==> src/dllc_pkg.sv <==
// constants, types and register map of the deframer link-layer control
`default_nettype none
package dllc_pkg;
   localparam int LANES = 8;
   localparam int ERR_TYPES = 3;
   localparam int ERR_BDE = 0;
   localparam int ERR_NIT = 1;
   localparam int ERR_UEK = 2;

   // register offsets
   localparam logic [11:0] ADDR_SOFT_CTRL = 12'h475;
   localparam logic [11:0] ADDR_LINK_CTRL1 = 12'h476;
   localparam logic [11:0] ADDR_LINK_CTRL2 = 12'h477;
   localparam logic [11:0] ADDR_K_VALUE = 12'h478;
   localparam logic [11:0] ADDR_ERR_THR = 12'h47c;
   localparam logic [11:0] ADDR_SYNC_MASK = 12'h47d;
   localparam logic [11:0] ADDR_STATUS = 12'h47f;

   // field positions
   localparam int SOFT_RST_BIT = 3;
   localparam int FORCE_SYNC_BIT = 2;
   localparam int SKIP_ALIGN_BIT = 1;
   localparam int CHK_METHOD_BIT = 0;
   localparam int PERP_TEST_BIT = 7;
   localparam int REP_TEST_BIT = 5;
   localparam int QUEUE_MODE_BIT = 4;
   localparam int AUTO_CLR_BIT = 3;
   localparam int STAT_CFG_ERR_BIT = 2;
   localparam int STAT_PAT_ERR_BIT = 3;
   localparam int STAT_SYNC_BIT = 4;

   // reset values and writable bits
   localparam logic [7:0] SOFT_CTRL_RST = 8'h01;
   localparam logic [7:0] SOFT_CTRL_WMASK = 8'h0d;
   localparam logic [7:0] LINK_CTRL1_RST = 8'h14;
   localparam logic [7:0] LINK_CTRL1_WMASK = 8'h1f;
   localparam logic [7:0] LINK_CTRL2_RST = 8'h00;
   localparam logic [7:0] LINK_CTRL2_WMASK = 8'hb8;
   localparam logic [7:0] K_VALUE_RST = 8'h01;
   localparam logic [7:0] ERR_THR_RST = 8'hff;
   localparam logic [7:0] SYNC_MASK_RST = 8'h07;
   localparam logic [7:0] SYNC_MASK_WMASK = 8'h07;

   // alignment-sequence configuration octets
   localparam logic [3:0] CFG_FCHK_IDX = 4'hd;

   // error report pulse on the sync request, in core cycles
   localparam logic [3:0] SYNC_ERR_PULSE_CYC = 4'h4;
   localparam logic [3:0] SYNC_ERR_GAP_CYC = 4'h4;

   // transport test pattern, octet 0 in the low byte
   localparam logic [1:0] TPAT_LAST = 2'h3;
   localparam logic [31:0] TPAT_WORD = 32'h9c5a3cbe;

   typedef enum logic [1:0] {
      ST_WAIT_CGS = 2'b00,
      ST_ILAS = 2'b01,
      ST_DATA = 2'b11,
      ST_TEST = 2'b10
   } dllc_state_t;

   typedef struct packed {
      logic bde;
      logic nit;
      logic uek;
   } dllc_lane_err_t;

   typedef struct packed {
      logic valid;
      logic last;
      logic [3:0] idx;
      logic [7:0] octet;
   } dllc_ilas_t;

   typedef struct packed {
      logic wr;
      logic rd;
      logic [11:0] addr;
      logic [7:0] wdata;
   } dllc_reg_req_t;
endpackage
`default_nettype wire

==> src/dllc_link_ctrl.sv <==
// deframer link-layer control: start-up, checksum, tests, error reporting
`timescale 1ns/1ns
`default_nettype none
// What this block does
// - skip bit set: user data follows code group sync, no alignment sequence
// - skip bit clear: alignment sequence follows code group sync
// - checksum method 0 sums the individual configuration fields
// - checksum method 1 sums the whole configuration octets
// - test mode bit: endless alignment sequence after code group sync
// - repeat test bit: received data checked against transport test pattern
// - queue mode 0: simultaneous errors on several lanes report once
// - queue mode 1: lane errors queued up to 255 pending, signalled one by one
// - auto clear: counter that raised sync request returns to zero
// - auto clear leaves every other error counter untouched
// - soft reset bit is synchronous reset, stops reception while set
// - sync request asks restart; software can force it
module dllc_link_ctrl
   import dllc_pkg::*;
(
   // clock and reset
   input wire logic core_clk_i,
   input wire logic rst_n_i,
   // register port
   input wire dllc_pkg::dllc_reg_req_t reg_req_i,
   output logic [7:0] reg_rdata_o,
   // receive lanes
   input wire logic cgs_done_i,
   input wire dllc_pkg::dllc_ilas_t ilas_i,
   input wire logic rx_valid_i,
   input wire logic [7:0] rx_octet_i,
   input wire dllc_pkg::dllc_lane_err_t [dllc_pkg::LANES-1:0] lane_err_i,
   // link side
   output logic sync_request_out_n_o,
   output dllc_pkg::dllc_state_t link_state_o
);
   import dllc_pkg::*;

   localparam int HITS = LANES * ERR_TYPES;

   logic [7:0] soft_ctrl_q;
   logic [7:0] link_ctrl1_q;
   logic [7:0] link_ctrl2_q;
   logic [7:0] k_value_q;
   logic [7:0] err_thr_q;
   logic [7:0] sync_mask_q;
   dllc_state_t state_q;
   logic [7:0] chk_sum_q;
   logic cfg_err_q;
   logic pat_err_q;
   logic [1:0] pat_idx_q;
   logic [7:0] queue_q;
   logic [7:0] queue_d;
   logic [3:0] pulse_q;
   logic [7:0] err_cnt_q [LANES][ERR_TYPES];
   logic [HITS-1:0] hit;
   logic any_hit;
   logic [4:0] hit_count;
   logic pulse_start;
   logic pulse_on;
   logic soft_rst;
   logic force_sync;
   logic rx_active;
   logic stat_wr;
   logic [7:0] chk_add;
   logic [7:0] expect_octet;

   // contribution of one configuration octet when summing fields
   function automatic logic [7:0] field_sum(input logic [3:0] idx,
                                            input logic [7:0] o);
      logic [7:0] s;
      s = o;
      unique case (idx)
         4'h1: s = {4'h0, o[7:4]} + {4'h0, o[3:0]};
         4'h2: s = {7'h00, o[6]} + {7'h00, o[5]} + {3'h0, o[4:0]};
         4'h3, 4'ha: s = {7'h00, o[7]} + {3'h0, o[4:0]};
         4'h5: s = {3'h0, o[4:0]};
         4'h7: s = {6'h00, o[7:6]} + {3'h0, o[4:0]};
         4'h8, 4'h9: s = {5'h00, o[7:5]} + {3'h0, o[4:0]};
         default: s = o;
      endcase
      return s;
   endfunction

   function automatic logic [4:0] count_ones(input logic [HITS-1:0] v);
      logic [4:0] n;
      n = 5'h00;
      for (int i = 0; i < HITS; i++) begin
         n = n + {4'h0, v[i]};
      end
      return n;
   endfunction

   assign soft_rst = soft_ctrl_q[SOFT_RST_BIT];
   assign force_sync = soft_ctrl_q[FORCE_SYNC_BIT];
   assign rx_active = (state_q != ST_WAIT_CGS) && !soft_rst;
   assign stat_wr = reg_req_i.wr && (reg_req_i.addr == ADDR_STATUS);

   // configuration registers, held through soft reset
   always_ff @(posedge core_clk_i or negedge rst_n_i) begin
      if (!rst_n_i) begin
         soft_ctrl_q <= SOFT_CTRL_RST;
         link_ctrl1_q <= LINK_CTRL1_RST;
         link_ctrl2_q <= LINK_CTRL2_RST;
         k_value_q <= K_VALUE_RST;
         err_thr_q <= ERR_THR_RST;
         sync_mask_q <= SYNC_MASK_RST;
      end else if (reg_req_i.wr) begin
         unique case (reg_req_i.addr)
            ADDR_SOFT_CTRL: soft_ctrl_q <= reg_req_i.wdata & SOFT_CTRL_WMASK;
            ADDR_LINK_CTRL1:
               link_ctrl1_q <= reg_req_i.wdata & LINK_CTRL1_WMASK;
            ADDR_LINK_CTRL2:
               link_ctrl2_q <= reg_req_i.wdata & LINK_CTRL2_WMASK;
            ADDR_K_VALUE: k_value_q <= reg_req_i.wdata;
            ADDR_ERR_THR: err_thr_q <= reg_req_i.wdata;
            ADDR_SYNC_MASK: sync_mask_q <= reg_req_i.wdata & SYNC_MASK_WMASK;
            default: ;
         endcase
      end
   end

   // register read-back
   always_ff @(posedge core_clk_i or negedge rst_n_i) begin
      if (!rst_n_i) begin
         reg_rdata_o <= 8'h00;
      end else if (reg_req_i.rd) begin
         unique case (reg_req_i.addr)
            ADDR_SOFT_CTRL: reg_rdata_o <= soft_ctrl_q;
            ADDR_LINK_CTRL1: reg_rdata_o <= link_ctrl1_q;
            ADDR_LINK_CTRL2: reg_rdata_o <= link_ctrl2_q;
            ADDR_K_VALUE: reg_rdata_o <= k_value_q;
            ADDR_ERR_THR: reg_rdata_o <= err_thr_q;
            ADDR_SYNC_MASK: reg_rdata_o <= sync_mask_q;
            ADDR_STATUS: begin
               reg_rdata_o <= 8'h00;
               reg_rdata_o[1:0] <= state_q;
               reg_rdata_o[STAT_CFG_ERR_BIT] <= cfg_err_q;
               reg_rdata_o[STAT_PAT_ERR_BIT] <= pat_err_q;
               reg_rdata_o[STAT_SYNC_BIT] <= !sync_request_out_n_o;
            end
            default: reg_rdata_o <= 8'h00;
         endcase
      end
   end

   // link start-up sequence
   always_ff @(posedge core_clk_i or negedge rst_n_i) begin
      if (!rst_n_i) begin
         state_q <= ST_WAIT_CGS;
      end else if (soft_rst || force_sync) begin
         state_q <= ST_WAIT_CGS;
      end else begin
         unique case (state_q)
            ST_WAIT_CGS: begin
               if (cgs_done_i) begin
                  if (link_ctrl2_q[PERP_TEST_BIT]) begin
                     state_q <= ST_TEST;
                  end else if (link_ctrl1_q[SKIP_ALIGN_BIT]) begin
                     state_q <= ST_DATA;
                  end else begin
                     state_q <= ST_ILAS;
                  end
               end
            end
            ST_ILAS: begin
               if (!cgs_done_i) begin
                  state_q <= ST_WAIT_CGS;
               end else if (ilas_i.valid && ilas_i.last) begin
                  state_q <= ST_DATA;
               end
            end
            ST_TEST, ST_DATA: begin
               if (!cgs_done_i) begin
                  state_q <= ST_WAIT_CGS;
               end
            end
         endcase
      end
   end

   assign link_state_o = state_q;

   assign chk_add = link_ctrl1_q[CHK_METHOD_BIT] ? ilas_i.octet
                  : field_sum(ilas_i.idx, ilas_i.octet);

   // checksum over each alignment sequence, also when repeated
   always_ff @(posedge core_clk_i or negedge rst_n_i) begin
      if (!rst_n_i) begin
         chk_sum_q <= 8'h00;
      end else if (soft_rst) begin
         chk_sum_q <= 8'h00;
      end else if (ilas_i.valid &&
                   (state_q == ST_ILAS || state_q == ST_TEST)) begin
         if (ilas_i.idx == CFG_FCHK_IDX || ilas_i.idx == 4'h0) begin
            chk_sum_q <= (ilas_i.idx == 4'h0) ? chk_add : 8'h00;
         end else begin
            chk_sum_q <= chk_sum_q + chk_add;
         end
      end
   end

   // sticky error flags, write one to clear, set wins
   always_ff @(posedge core_clk_i or negedge rst_n_i) begin
      if (!rst_n_i) begin
         cfg_err_q <= 1'b0;
      end else if (soft_rst) begin
         cfg_err_q <= 1'b0;
      end else if (ilas_i.valid && ilas_i.idx == CFG_FCHK_IDX &&
                   (state_q == ST_ILAS || state_q == ST_TEST) &&
                   ilas_i.octet != chk_sum_q) begin
         cfg_err_q <= 1'b1;
      end else if (stat_wr && reg_req_i.wdata[STAT_CFG_ERR_BIT]) begin
         cfg_err_q <= 1'b0;
      end
   end

   assign expect_octet = TPAT_WORD[{pat_idx_q, 3'b000} +: 8];

   // repetitive transport pattern check during user data
   always_ff @(posedge core_clk_i or negedge rst_n_i) begin
      if (!rst_n_i) begin
         pat_idx_q <= 2'h0;
      end else if (state_q != ST_DATA || soft_rst) begin
         pat_idx_q <= 2'h0;
      end else if (rx_valid_i && link_ctrl2_q[REP_TEST_BIT]) begin
         pat_idx_q <= (pat_idx_q == TPAT_LAST) ? 2'h0 : pat_idx_q + 2'h1;
      end
   end

   always_ff @(posedge core_clk_i or negedge rst_n_i) begin
      if (!rst_n_i) begin
         pat_err_q <= 1'b0;
      end else if (soft_rst) begin
         pat_err_q <= 1'b0;
      end else if (state_q == ST_DATA && rx_valid_i &&
                   link_ctrl2_q[REP_TEST_BIT] &&
                   rx_octet_i != expect_octet) begin
         pat_err_q <= 1'b1;
      end else if (stat_wr && reg_req_i.wdata[STAT_PAT_ERR_BIT]) begin
         pat_err_q <= 1'b0;
      end
   end

   // per-lane, per-type error counters
   for (genvar l = 0; l < LANES; l++) begin : g_lane
      for (genvar t = 0; t < ERR_TYPES; t++) begin : g_type
         logic err;
         logic reach;
         // mask bit order runs opposite to the error order
         assign err = rx_active && lane_err_i[l][ERR_TYPES-1-t];
         assign reach = err && err_cnt_q[l][t] != err_thr_q &&
                        err_cnt_q[l][t] + 8'h01 == err_thr_q;
         assign hit[l*ERR_TYPES+t] = reach && sync_mask_q[ERR_TYPES-1-t];
         always_ff @(posedge core_clk_i or negedge rst_n_i) begin
            if (!rst_n_i) begin
               err_cnt_q[l][t] <= 8'h00;
            end else if (soft_rst) begin
               err_cnt_q[l][t] <= 8'h00;
            end else if (hit[l*ERR_TYPES+t] &&
                         link_ctrl2_q[AUTO_CLR_BIT]) begin
               err_cnt_q[l][t] <= 8'h00;
            end else if (err && err_cnt_q[l][t] != err_thr_q) begin
               err_cnt_q[l][t] <= err_cnt_q[l][t] + 8'h01;
            end
         end
      end
   end

   assign any_hit = |hit;
   assign hit_count = count_ones(hit);
   assign pulse_on = pulse_q > SYNC_ERR_GAP_CYC;
   assign pulse_start = (pulse_q == 4'h0) && (queue_q != 8'h00);

   // queue of pending error reports
   always_comb begin
      queue_d = queue_q - {7'h00, pulse_start};
      if (link_ctrl2_q[QUEUE_MODE_BIT]) begin
         if ({1'b0, queue_d} + {4'h0, hit_count} > 9'h0ff) begin
            queue_d = 8'hff;
         end else begin
            queue_d = queue_d + {3'h0, hit_count};
         end
      end else if (any_hit && queue_d == 8'h00) begin
         queue_d = 8'h01;
      end
   end

   always_ff @(posedge core_clk_i or negedge rst_n_i) begin
      if (!rst_n_i) begin
         queue_q <= 8'h00;
      end else if (soft_rst) begin
         queue_q <= 8'h00;
      end else begin
         queue_q <= queue_d;
      end
   end

   // one report pulse then a gap, back to back while queued
   always_ff @(posedge core_clk_i or negedge rst_n_i) begin
      if (!rst_n_i) begin
         pulse_q <= 4'h0;
      end else if (soft_rst) begin
         pulse_q <= 4'h0;
      end else if (pulse_start) begin
         pulse_q <= SYNC_ERR_PULSE_CYC + SYNC_ERR_GAP_CYC;
      end else if (pulse_q != 4'h0) begin
         pulse_q <= pulse_q - 4'h1;
      end
   end

   // sync request, active low
   always_ff @(posedge core_clk_i or negedge rst_n_i) begin
      if (!rst_n_i) begin
         sync_request_out_n_o <= 1'b0;
      end else begin
         sync_request_out_n_o <= !(soft_rst || force_sync ||
                                   state_q == ST_WAIT_CGS || pulse_on);
      end
   end
endmodule
`default_nettype wire

==> config.mk <==
export PLATFORM = sky130hd
export DESIGN_NAME = dllc_link_ctrl
export DESIGN_NICKNAME = d
export VERILOG_FILES = /design/src/dllc_pkg.sv /design/src/dllc_link_ctrl.sv
export SDC_FILE = /design/constraint.sdc
export NUM_CORES = 1
export LEC_CHECK = 0
export BUFFER_PORTS_ARGS = -buffer_cell sky130_fd_sc_hd__clkbuf_2
export CAP_MARGIN = 10
export CORE_MARGIN = 5
export CORE_UTILIZATION = 35
export CTS_BUF_LIST = sky130_fd_sc_hd__clkbuf_8
export CTS_CLUSTER_SIZE = 14
export DETAILED_ROUTE_END_ITERATION = 16
export GPL_ROUTABILITY_DRIVEN = 0
export PLACE_DENSITY = 0.62
export RECOVER_POWER = 50
export SYNTH_ARGS = -nofsm -noshare
export SYNTH_HDL_FRONTEND = slang
export SYNTH_SLANG_ARGS = --single-unit
export TNS_END_PERCENT = 1
==> constraint.sdc <==
create_clock -name core_clk_i -period 16.6 [get_ports core_clk_i]
set_input_delay 2.49 -clock core_clk_i [delete_from_list [all_inputs] [get_ports core_clk_i]]
set_output_delay 2.49 -clock core_clk_i [all_outputs]
set_load 0.05 [all_outputs]
==> summary.txt, run 1 <==
cell family contributing the most delay on the critical path: adder cells
most common cell in the netlist: sky130_fd_sc_hd__nor2_1
worst-case setup margin in the final layout: 6.071 ns
Max Cap Violations: 6
clock root buffer: sky130_fd_sc_hd__clkbuf_8
Synth async-reset ratio: 100.0%
TritonCTS clock tree: built
Setup CP Type: flip-flop to flip-flop
Tightest Hold Check Type: flip-flop to flip-flop
worst ir drop on vdd: 0.05864 mV
Highest Clock Rate: 94.98 MHz
largest fanout of any net on the critical path: 44
number of nets in the finished design: 2476
die height: 252.0 um
cell type with the highest aggregate area in the netlist: sky130_fd_sc_hd__dfrtp_1
placed cell areas: 21270 sq um
PwrDens: 134.0 nW/um^2
Post-Syn Nets: 2451
# clock sinks: 258
violations in the final reports: capacitance limit, slew limit
count of input and output buffers: 82
first-pass GRT wire length: 86520 um
delay of the slowest cell on the worst path: 1.80 ns
status: finished with violations
hold bufs inserted after CTS: 0
endpoint arrival time on the critical path: 11.01 ns
post-synth design cell area: 20490 sq um
max-slew violation count: 336
Leakage: 9.533 nW
Setup Viol. Count Final: 0
final critical delay including setup and external delays: 10.53 ns
mean routed wirelength per cell: 17.09 um
Die Area: 63490 sq um
final count of hold timing violations: 0
layer carrying the most global-route usage: met2
largest net degree at the start of global routing: 70
drt drc: 0
Startpoint Class: flip-flop
global routing usage on met3: 2.794%
share of the clock period used by the worst path: 63.43%
clk slew on worst S/H paths: 0.06 ns
global-route total usage across every layer: 16.33%
number of buffers created by CTS: 49
worst hold slack: 0.5110 ns
mean number of vias per cell: 5.304
required time at the endpoint of the critical path: 17.08 ns
Synth top cells by count: 301 x sky130_fd_sc_hd__nor2_1, 290 x sky130_fd_sc_hd__xnor2_1, 243 x sky130_fd_sc_hd__dfrtp_1
slew of the pin with the lowest slew margin: 4.044 ns
GRT met2 Usage: 27.05%
number of enable-type register cells in the synthesized netlist: 0
number of nets still failing antenna checks after routing: 0
half-perimeter wire length after placement: 36410 um
number of buffers added for setup after CTS: 0
cells along the critical path: clkbuf_1 -> o311ai_0 -> a2111oi_0 -> fa_1 -> inv_1 -> fa_1 -> fa_1 -> fa_1 -> fa_1 -> inv_1 -> ha_1 -> fa_1 -> fa_1 -> a21o_1 -> a21oi_1 -> nor2b_1 -> o21bai_1 -> nor3_1 -> nor2_1 -> a221o_1 -> a31oi_1
Placement Setup Slack: 7.724 ns
post-route total power: 2.973 mW
area growth from synthesis to final layout: 8.243%
remaining max-slew budget at the tightest pin: -169.6%
ys flop type: sky130_fd_sc_hd__dfrtp_1
area of the core: 57810 sq um
post-layout instance area: 22180 sq um
Warnings, synthesis: 0
share of the synthesized area in the top cell type: 29.67%
global route total overflow: 0
Most common cell on crit path: sky130_fd_sc_hd__fa_1
slowest stage cell, crit path: sky130_fd_sc_hd__dfstp_1
clock skew: 0.04020 ns
flop and latch count out of synthesis: 258
register area share after synthesis: 31.60%
cells taking the most area after synthesis: sky130_fd_sc_hd__dfrtp_1 30%, sky130_fd_sc_hd__xnor2_1 12%, sky130_fd_sc_hd__xor2_1 8.7%
Gates resized, CTS repair: 0
initial core utilization: 35.45%
number of detailed-routing iterations run before antenna repair: 5
count of pins on the block boundary: 83
setup repair after global routing missed its margin: no
Die Wd: 252.0 um
vias in the first global route: 16490
count of vias placed by the detailed router: 16540
number of instances in the synthesized netlist: 2295
number of buffer and inverter instances along the worst setup path: 3
worst-skew pair later-pin latency: 0.64 ns
Rows: 88
setup TNS after final layout: 0 ns
Avg Cell Area, Syn: 8.929 sq um
met1 track utilization from global routing: 22.08%
number of antenna violations at the first check in global routing: 2
drt initial violations: 1193
total number of H-tree levels: 2
crit path capture type: flip-flop
Clock Path Buffers: 3
layout cell share with drive strength beyond 1: 10.25%
unique cell type count in the Yosys netlist: 89
detailed-route wire length: 53290 um
[where the power goes]
group | internal, mW | switching, mW | total, mW
clock network | 0.356 | 0.291 | 0.648
registers | 0.805 | 0.280 | 1.08
logic | 0.586 | 0.655 | 1.24
[final timing paths]
| check | from | to | slack, ns | cells after the start |
|---|---|---|---|---|
| setup / recovery | err_thr_q[2] | queue_q[0] | 6.07 | 21 |
| hold / removal | k_value_q[1] | k_value_q[1] | 0.51 | 1 |
| setup reg to reg | err_thr_q[2] | queue_q[0] | 6.07 | 21 |
| hold reg to reg | k_value_q[1] | k_value_q[1] | 0.51 | 1 |
| max in group asynchronous | rst_n_i | err_cnt_q[10] | 8.34 | 3 |
| min in group asynchronous | rst_n_i | err_cnt_q[170] | 3.28 | 1 |
[flip-flops by register name (all words and copies together), names as in the netlist]
name / count
chk_sum_q: 8
err_thr_q: 8
k_value_q: 8
link_state_o: 2
sync_mask_q: 3
pat_idx_q: 2
queue_q: 8
err_cnt_q: 192
pat_err_q: 1
link_ctrl2_q: 4
sync_request_out_n_o: 1
reg_rdata_o: 8
cfg_err_q: 1
soft_ctrl_q: 3
pulse_q: 4
link_ctrl1_q: 5
[placed cells by master (no fill, tap or decap), types with 11 or more instances in the layout]
master	n
sky130_fd_sc_hd__nor4_1	19
sky130_fd_sc_hd__buf_4	12
sky130_fd_sc_hd__clkbuf_8	60
sky130_fd_sc_hd__a211oi_1	15
sky130_fd_sc_hd__a31oi_1	21
sky130_fd_sc_hd__xor2_1	204
sky130_fd_sc_hd__nand4_1	77
sky130_fd_sc_hd__nand2b_1	29
sky130_fd_sc_hd__nor3b_1	12
sky130_fd_sc_hd__nand2_1	168
sky130_fd_sc_hd__a21oi_1	37
sky130_fd_sc_hd__mux2_2	38
sky130_fd_sc_hd__inv_1	81
sky130_fd_sc_hd__fa_1	22
sky130_fd_sc_hd__and4_1	15
sky130_fd_sc_hd__o21ai_0	52
sky130_fd_sc_hd__and3_1	51
sky130_fd_sc_hd__o211a_1	12
sky130_fd_sc_hd__nor2_1	301
sky130_fd_sc_hd__clkbuf_2	81
sky130_fd_sc_hd__a221oi_1	11
sky130_fd_sc_hd__nand3_1	75
sky130_fd_sc_hd__nor2b_1	32
sky130_fd_sc_hd__nor3_1	47
sky130_fd_sc_hd__and2_1	30
sky130_fd_sc_hd__xnor2_1	290
sky130_fd_sc_hd__mux2i_1	28
sky130_fd_sc_hd__dfstp_2	13
sky130_fd_sc_hd__dfrtp_1	242
sky130_fd_sc_hd__a21o_1	28
sky130_fd_sc_hd__ha_1	62
[logic make-up after synthesis]
family	synth area share, %
AO/OA/AOI/OAI	10.53
buffers and inverters	4.842
AND/OR/NAND/NOR	22.18
XOR/XNOR	21.46
adder cells (fa/ha/maj)	5.935
flip-flops	31.60
multiplexers	3.456
[layout make-up]
type	count	area [sq um]
fill	5751	35620
multi-input combinational	1847	12990
sequential	258	6480
tap	765	957.2
clock buffer	60	825.8
timing repair buffer	99	518.0
inverter	65	244.0
clock inverter	23	166.4
antenna	1	2.502
[metrics by stage]
step	utilization, %	instances
5_1_grt	38.37	3118
3_3_place_gp	36.79	3034
3_5_place_dp	36.79	3034
2_1_floorplan	-	2295
6_report	38.37	3118
4_1_cts	38.50	3117
[metal layers]
metal	up-vias	part of all wire [%]
li1	7964	-
met1	8056	46
met2	412	47
met3	103	5.4
met4	2	2.5
met5	-	0.024
No activity file was read; power rests on OpenSTA's default activity.
==> inputs of run 2 (changes only) <==
- clock period: 16.6 -> 9.7 ns (I/O delays scaled with it)
==> summary.txt, run 2 (same netlist as run 1, synthesis figures left out) <==
status: finished with violations
violations in the final reports: capacitance limit, slew limit
Setup Viol. Count Final: 0 (unchanged)
mean number of vias per cell: 5.325 (+0.40%)
final count of hold timing violations: 0 (unchanged)
register-to-register path setup slack: 1.60 ns (-4.47 ns)
number of buffers created by CTS: 47 (-4.1%)
hold_sp: k_value_q[1]
max-slew violation count: 187 (-44%)
Max Cap Violations: 2 (-4)
number of buffer and inverter instances along the worst setup path: 4 (+1)
# clock sinks: 258 (unchanged)
number of nets in the finished design: 2476 (unchanged)
Rows: 88 (unchanged)
setup TNS after final layout: 0 ns (unchanged)
half-perimeter wire length after placement: 37730 um (+3.6%)
worst-case setup margin in the final layout: 1.604 ns (-4.467 ns)
slew of the pin with the lowest slew margin: 6.171 ns (+2.128 ns)
leading cell type in the layout, fill and taps excluded: sky130_fd_sc_hd__nor2_1
post-layout instance area: 22380 sq um (+0.90%)
Tightest Hold Check Type: flip-flop to flip-flop
detailed-routed wire length on met3: 2966 um (+3.5%)
area growth from synthesis to final layout: 9.220%
final critical delay including setup and external delays: 8.096 ns (-2.433 ns)
total number of H-tree levels: 2 (unchanged)
Die Wd: 252.0 um (unchanged)
largest net degree at the start of global routing: 136 (+94%)
Die Area: 63490 sq um (unchanged)
hold bufs inserted after CTS: 0 (unchanged)
first-pass GRT wire length: 87820 um (+1.5%)
crit path capture type: flip-flop
Setup CP Type: flip-flop to flip-flop
hold worst-path end: k_value_q[1]
commonest cells after routing, fill and taps aside: 300 x sky130_fd_sc_hd__nor2_1, 290 x sky130_fd_sc_hd__xnor2_1, 242 x sky130_fd_sc_hd__dfrtp_1
Leakage: 9.619 nW (+0.91%)
mean routed wirelength per cell: 17.45 um (+2.1%)
detailed-route wire length: 54500 um (+2.3%)
required time at the endpoint of the critical path: 10.03 ns (-7.05 ns)
die height: 252.0 um (unchanged)
slowest stage cell, crit path: sky130_fd_sc_hd__nor2_4
cells along the critical path: inv_1 -> ha_1 -> nor2_4 -> buf_4 -> o211a_1 -> nand4_1 -> nor4_2 -> fa_1 -> inv_1 -> fa_1 -> fa_1 -> fa_1 -> fa_1 -> inv_1 -> ha_1 -> fa_1 -> fa_1 -> a21o_1 -> a21oi_1 -> nor2b_1 -> o21bai_1 -> nor3_1 -> nor2_1 -> a221oi_1
global route total overflow: 0 (unchanged)
placed cell areas: 21310 sq um (+0.19%)
TritonCTS clock tree: built
count of pins on the block boundary: 83 (unchanged)
Clock Path Buffers: 3 (unchanged)
Startpoint Class: flip-flop
drt drc: 0 (unchanged)
worst hold stages: 1 (unchanged)
worst ir drop on vdd: 0.1123 mV (+92%)
Placement Setup Slack: 1.714 ns (-6.010 ns)
PwrDens: 233.3 nW/um^2 (+74%)
source of the worst register-to-register timing path: link_state_o[1]
placed cell count: 3036 (+0.066%)
Layout Cells excl Fill: 3123 (+0.16%)
detailed-routed wire length on met2: 25160 um (+1.3%)
r2r worst-path depth: 24 (+14%)
global-route total usage across every layer: 16.73% (+0.39 points)
drt initial violations: 1029 (-14%)
clk slew on worst S/H paths: 0.06 ns (about the same)
number of antenna violations at the first check in global routing: 2 (unchanged)
share of the clock period used by the worst path: 83.46% (+20 points)
core utilization of the finished layout: 38.72% (+0.35 points)
endpoint arrival time on the critical path: 8.42 ns (-2.59 ns)
number of detailed-routing iterations run before antenna repair: 5 (unchanged)
vias in the first global route: 16560 (+0.43%)
remaining max-slew budget at the tightest pin: -311.4% (-140 points)
M1 wire length: 24580 um (+1.4%)
count of input and output buffers: 82 (unchanged)
Gates resized, CTS repair: 0 (unchanged)
clock root buffer: sky130_fd_sc_hd__clkbuf_8
largest fanout of any net on the critical path: 16 (-64%)
area of the core: 57810 sq um (unchanged)
number of nets still failing antenna checks after routing: 0 (unchanged)
number of buffers added for setup after CTS: 0 (unchanged)
number of flip-flops under the largest register name: 192 (unchanged)
layout cell share with drive strength beyond 1: 11.33% (+1.1 points)
Highest Clock Rate: 123.5 MHz (+30%)
worst-skew pair later-pin latency: 0.63 ns (about the same)
RR Endpoint: queue_q[1]
delay of the slowest cell on the worst path: 0.62 ns (-1.18 ns)
setup repair after global routing missed its margin: no
Fill cells: 5786 (+0.61%)
initial core utilization: 35.45% (unchanged)
count of vias placed by the detailed router: 16630 (+0.56%)
cell family contributing the most delay on the critical path: adder cells
clock skew: 0.02767 ns (-0.01253 ns)
Most common cell on crit path: sky130_fd_sc_hd__fa_1
Highest Signal Layer: met4
most flop-heavy register: err_cnt_q
[run 2: cell type report]
cell class              instances  area, sq um  area share (%)
flip-flops and latches        258         6484           28.97
clock buffers                  63        867.1           3.874
clock inverters                23        217.7          0.9727
repair buffers                101        576.8           2.577
multi-input cells            1847        13030           58.23
well taps                     765        957.2           4.277
inverters                      65        244.0           1.090
diodes                          1        2.502         0.01118
[run 2: metrics by stage]
step           hold slack (ns)  power [mW]
2_1_floorplan           0.4695       3.565
3_3_place_gp            0.4889       3.932
3_5_place_dp            0.4983       4.021
4_1_cts                 0.5106       5.251
5_1_grt                 0.5258       5.623
6_report                0.5088       5.221
[run 2: worst register-to-register path, cell delays in order (launching register included)]
cell and delay (ns):
sky130_fd_sc_hd__dfrtp_1 0.45, sky130_fd_sc_hd__inv_1 0.10, sky130_fd_sc_hd__ha_1 0.29, sky130_fd_sc_hd__nor2_4 0.62, sky130_fd_sc_hd__buf_4 0.35, sky130_fd_sc_hd__o211a_1 0.33, sky130_fd_sc_hd__nand4_1 0.14, sky130_fd_sc_hd__nor4_2 0.50
sky130_fd_sc_hd__fa_1 0.50, sky130_fd_sc_hd__inv_1 0.09, sky130_fd_sc_hd__fa_1 0.45, sky130_fd_sc_hd__fa_1 0.52, sky130_fd_sc_hd__fa_1 0.44, sky130_fd_sc_hd__fa_1 0.49, sky130_fd_sc_hd__inv_1 0.04, sky130_fd_sc_hd__ha_1 0.20
sky130_fd_sc_hd__fa_1 0.49, sky130_fd_sc_hd__fa_1 0.45, sky130_fd_sc_hd__a21o_1 0.19, sky130_fd_sc_hd__a21oi_1 0.22, sky130_fd_sc_hd__nor2b_1 0.08, sky130_fd_sc_hd__o21bai_1 0.27, sky130_fd_sc_hd__nor3_1 0.11, sky130_fd_sc_hd__nor2_1 0.33
sky130_fd_sc_hd__a221oi_1 0.14
[run 2: how the worst max path moves through the flow]
| stage | from | to | slack, ns | cells after the start |
|---|---|---|---|---|
| global placement | lane_err_i[3] | queue_q[0] | 1.86 | 21 |
| global route | rst_n_i | err_cnt_q[44] | 0.62 | 2 |
| CTS | link_state_o[0] | queue_q[0] | 1.69 | 25 |
| finish | link_state_o[1] | queue_q[1] | 1.60 | 24 |
| detailed placement | link_state_o[1] | queue_q[0] | 1.71 | 25 |
| floorplan | link_state_o[0] | queue_q[0] | 2.26 | 25 |
[run 2: routing by layer]
| layer | GRT usage (%) | up-vias |
|---|---|---|
| met5 | 0 | - |
| met3 | 2.876 | 112 |
| met1 | 22.50 | 8110 |
| li1 | - | 7961 |
| met2 | 27.35 | 447 |
| met4 | 5.754 | 0 |
[run 2: power by group]
group	switching, mW	total [mW]	internal [mW]	leakage, nW
combinational	1.15	2.16	1.01	5.72
clock	0.500	1.19	0.690	0.600
sequential	0.498	1.87	1.38	3.30
total	2.14	5.22	3.08	9.62
==> inputs of run 3 (changes only) <==
- PLACE_DENSITY: 0.62 -> 0.64
- clock period: 9.7 -> 6.69 ns (I/O delays scaled with it)
==> summary.txt, run 3 (same netlist as run 1, synthesis figures left out) <==
status: finished with violations
violations in the final reports: capacitance limit, slew limit
detailed-routed wire length on met2: 26980 um (+7.2%)
drt initial violations: 1160 (+13%)
mean number of vias per cell: 5.333 (+0.16%)
count of vias placed by the detailed router: 17370 (+4.5%)
layout cell share with drive strength beyond 1: 17.62% (+6.3 points)
worst-skew pair later-pin latency: 0.63 ns (about the same)
sequential share of power: 34.7% (-1.2 points)
Clock Power Share: 20.3% (-2.5 points)
number of flip-flops under the largest register name: 192 (unchanged)
initial core utilization: 35.45% (unchanged)
Highest Signal Layer: met4
remaining max-slew budget at the tightest pin: -246.1% (+65 points)
post-route total power: 7.665 mW (+47%)
largest net degree at the start of global routing: 106 (-22%)
clk slew on worst S/H paths: 0.06 ns (about the same)
required time at the endpoint of the critical path: 7.21 ns (-2.82 ns)
mean routed wirelength per cell: 17.44 um (about the same)
drt drc: 0 (unchanged)
setup repair after global routing missed its margin: yes
Die Wd: 252.0 um (unchanged)
endpoint arrival time on the critical path: 7.13 ns (-1.29 ns)
half-perimeter wire length after placement: 40420 um (+7.1%)
Startpoint Class: flip-flop
count of pins on the block boundary: 83 (unchanged)
area growth from synthesis to final layout: 16.19%
global route total overflow: 0 (unchanged)
worst ir drop on vdd: 0.1341 mV (+19%)
clock skew: 0.01651 ns (-0.01117 ns)
post-layout instance area: 23810 sq um (+6.4%)
Rows: 88 (unchanged)
Leakage: 10.35 nW (+7.6%)
clock root buffer: sky130_fd_sc_hd__clkbuf_8
vias in the first global route: 17750 (+7.1%)
first-pass GRT wire length: 92400 um (+5.2%)
most flop-heavy register: err_cnt_q
leading cell type in the layout, fill and taps excluded: sky130_fd_sc_hd__nor2_1
crit path capture type: flip-flop
detailed-routed wire length on met3: 2957 um (-0.30%)
# clock sinks: 258 (unchanged)
detailed-route wire length: 56820 um (+4.3%)
max-slew violation count: 106 (-43%)
Layout Cells excl Fill: 3257 (+4.3%)
number of nets still failing antenna checks after routing: 0 (unchanged)
placed cell areas: 22160 sq um (+4.0%)
total area of multi-input combinational cells: 13270 sq um (+1.8%)
final count of hold timing violations: 0 (unchanged)
Tightest Hold Check Type: flip-flop to flip-flop
die height: 252.0 um (unchanged)
number of detailed-routing iterations run before antenna repair: 5 (unchanged)
Die Area: 63490 sq um (unchanged)
number of buffers created by CTS: 47 (unchanged)
TritonCTS clock tree: built
Setup CP Type: flip-flop to flip-flop
Setup Viol. Count Final: 0 (unchanged)
slew of the pin with the lowest slew margin: 5.191 ns (-0.9802 ns)
combinational share of power: 45.0% (+3.7 points)
share of the clock period used by the worst path: 98.80% (+15 points)
number of antenna violations at the first check in global routing: 1 (-1)
placed cell count: 3124 (+2.9%)
Fill cells: 5640 (-2.5%)
Clock Path Buffers: 3 (unchanged)
PwrDens: 321.9 nW/um^2 (+38%)
FF+latch area: 6495 sq um (+0.17%)
M1 wire length: 24700 um (+0.48%)
Max Cap Violations: 1 (-1)
NetSw: 3.193 mW (+49%)
proportion of total power due to net switching: 41.66% (+0.57 points)
largest fanout of any net on the critical path: 11 (-5)
count of input and output buffers: 82 (unchanged)
global-route total usage across every layer: 17.55% (+0.83 points)
internal power component: 4.472 mW (+45%)
Highest Clock Rate: 151.3 MHz (+22%)
area of the core: 57810 sq um (unchanged)
number of nets in the finished design: 2609 (+5.4%)
commonest cells after routing, fill and taps aside: 299 x sky130_fd_sc_hd__nor2_1, 287 x sky130_fd_sc_hd__xnor2_1, 236 x sky130_fd_sc_hd__dfrtp_1
final critical delay including setup and external delays: 6.610 ns (-1.486 ns)
total number of H-tree levels: 2 (unchanged)
[run 3: cell types whose count changed in the layout (fill, tap and decap cells not counted), sizes merged]
| cell | change |
|---|---|
| buf | +131 |
| bufinv | -3 |
| clkbuf | -3 |
| clkinvlp | +3 |
| inv | +3 |
| bufbuf | +2 |
| clkinv | +1 |
[run 3: critical path, cell delays in order (launching register included)]
cell and delay [ns]:
sky130_fd_sc_hd__dfstp_4 0.72, sky130_fd_sc_hd__buf_12 0.18, sky130_fd_sc_hd__xor2_1 0.12, sky130_fd_sc_hd__nor3b_2 0.22
sky130_fd_sc_hd__a31oi_1 0.06, sky130_fd_sc_hd__or4_4 0.54, sky130_fd_sc_hd__fa_1 0.58, sky130_fd_sc_hd__fa_1 0.43
sky130_fd_sc_hd__fa_1 0.52, sky130_fd_sc_hd__fa_1 0.45, sky130_fd_sc_hd__fa_1 0.49, sky130_fd_sc_hd__inv_1 0.04
sky130_fd_sc_hd__ha_2 0.18, sky130_fd_sc_hd__fa_2 0.37, sky130_fd_sc_hd__xor2_1 0.18, sky130_fd_sc_hd__ha_1 0.31
sky130_fd_sc_hd__buf_4 0.14, sky130_fd_sc_hd__buf_4 0.13, sky130_fd_sc_hd__a21oi_1 0.15, sky130_fd_sc_hd__o21bai_1 0.08
sky130_fd_sc_hd__a21o_1 0.19, sky130_fd_sc_hd__nor2b_1 0.14, sky130_fd_sc_hd__a221oi_2 0.28
[run 3: per-layer routing]
metal  vias up  global-route usage (%)
met5         -                       0
met4         0                   7.072
met3       146                   3.144
met2       456                   29.08
met1      8522                   22.78
li1       8247                       -
[run 3: area by class of cell]
cell class | count | area share [%]
clock inverters | 27 | 0.6253
repair buffers | 234 | 7.856
inverters | 65 | 1.025
flip-flops and latches | 258 | 27.28
multi-input cells | 1847 | 55.72
diodes | 1 | 0.01051
clock buffers | 60 | 3.468
well taps | 765 | 4.020
[run 3: timing repair]
action | 4_1_cts | 5_1_grt
cloned | 2 | 0
setup endpoints to repair | 2 | 8
setup buffers | 38 | 5
hold buffers | 0 | 0
pin swaps | 15 | 9
gates resized for setup | 26 | 26
[run 3: power groups by stage]
stage          combinational, mW  clock (mW)  sequential, mW
2_1_floorplan               2.77           0            2.42
3_3_place_gp                3.23           0            2.64
3_5_place_dp                3.36           0            2.66
4_1_cts                     3.42        1.61            2.64
5_1_grt                     3.85        1.68            2.73
6_report                    3.45        1.56            2.66
[run 3: per-stage QoR]
step | hold WS, ns | setup TNS (ns) | utilization, % | setup WS, ns
3_5_place_dp | 0.4959 | -0.05554 | 38.33 | -0.05554
3_3_place_gp | 0.4858 | 0 | 38.33 | 0.09481
4_1_cts | 0.4615 | 0 | 40.91 | 0.0007208
5_1_grt | 0.5242 | -1.344 | 41.19 | -0.2079
2_1_floorplan | 0.4695 | 0 | - | 0.01554
6_report | 0.5026 | 0 | 41.19 | 0.08029
[run 3: final timing paths]
check	to	startpoint	cells after the start	slack [ns]
hold reg to reg	sync_request_out_n_o	pulse_q[3]	1	0.50
setup reg to reg	queue_q[5]	err_thr_q[2]	22	0.08
hold / removal	sync_request_out_n_o	pulse_q[3]	1	0.50
min in group asynchronous	err_cnt_q[170]	rst_n_i	1	2.36
setup / recovery	queue_q[5]	err_thr_q[2]	22	0.08
max in group asynchronous	err_cnt_q[49]	rst_n_i	1	1.00
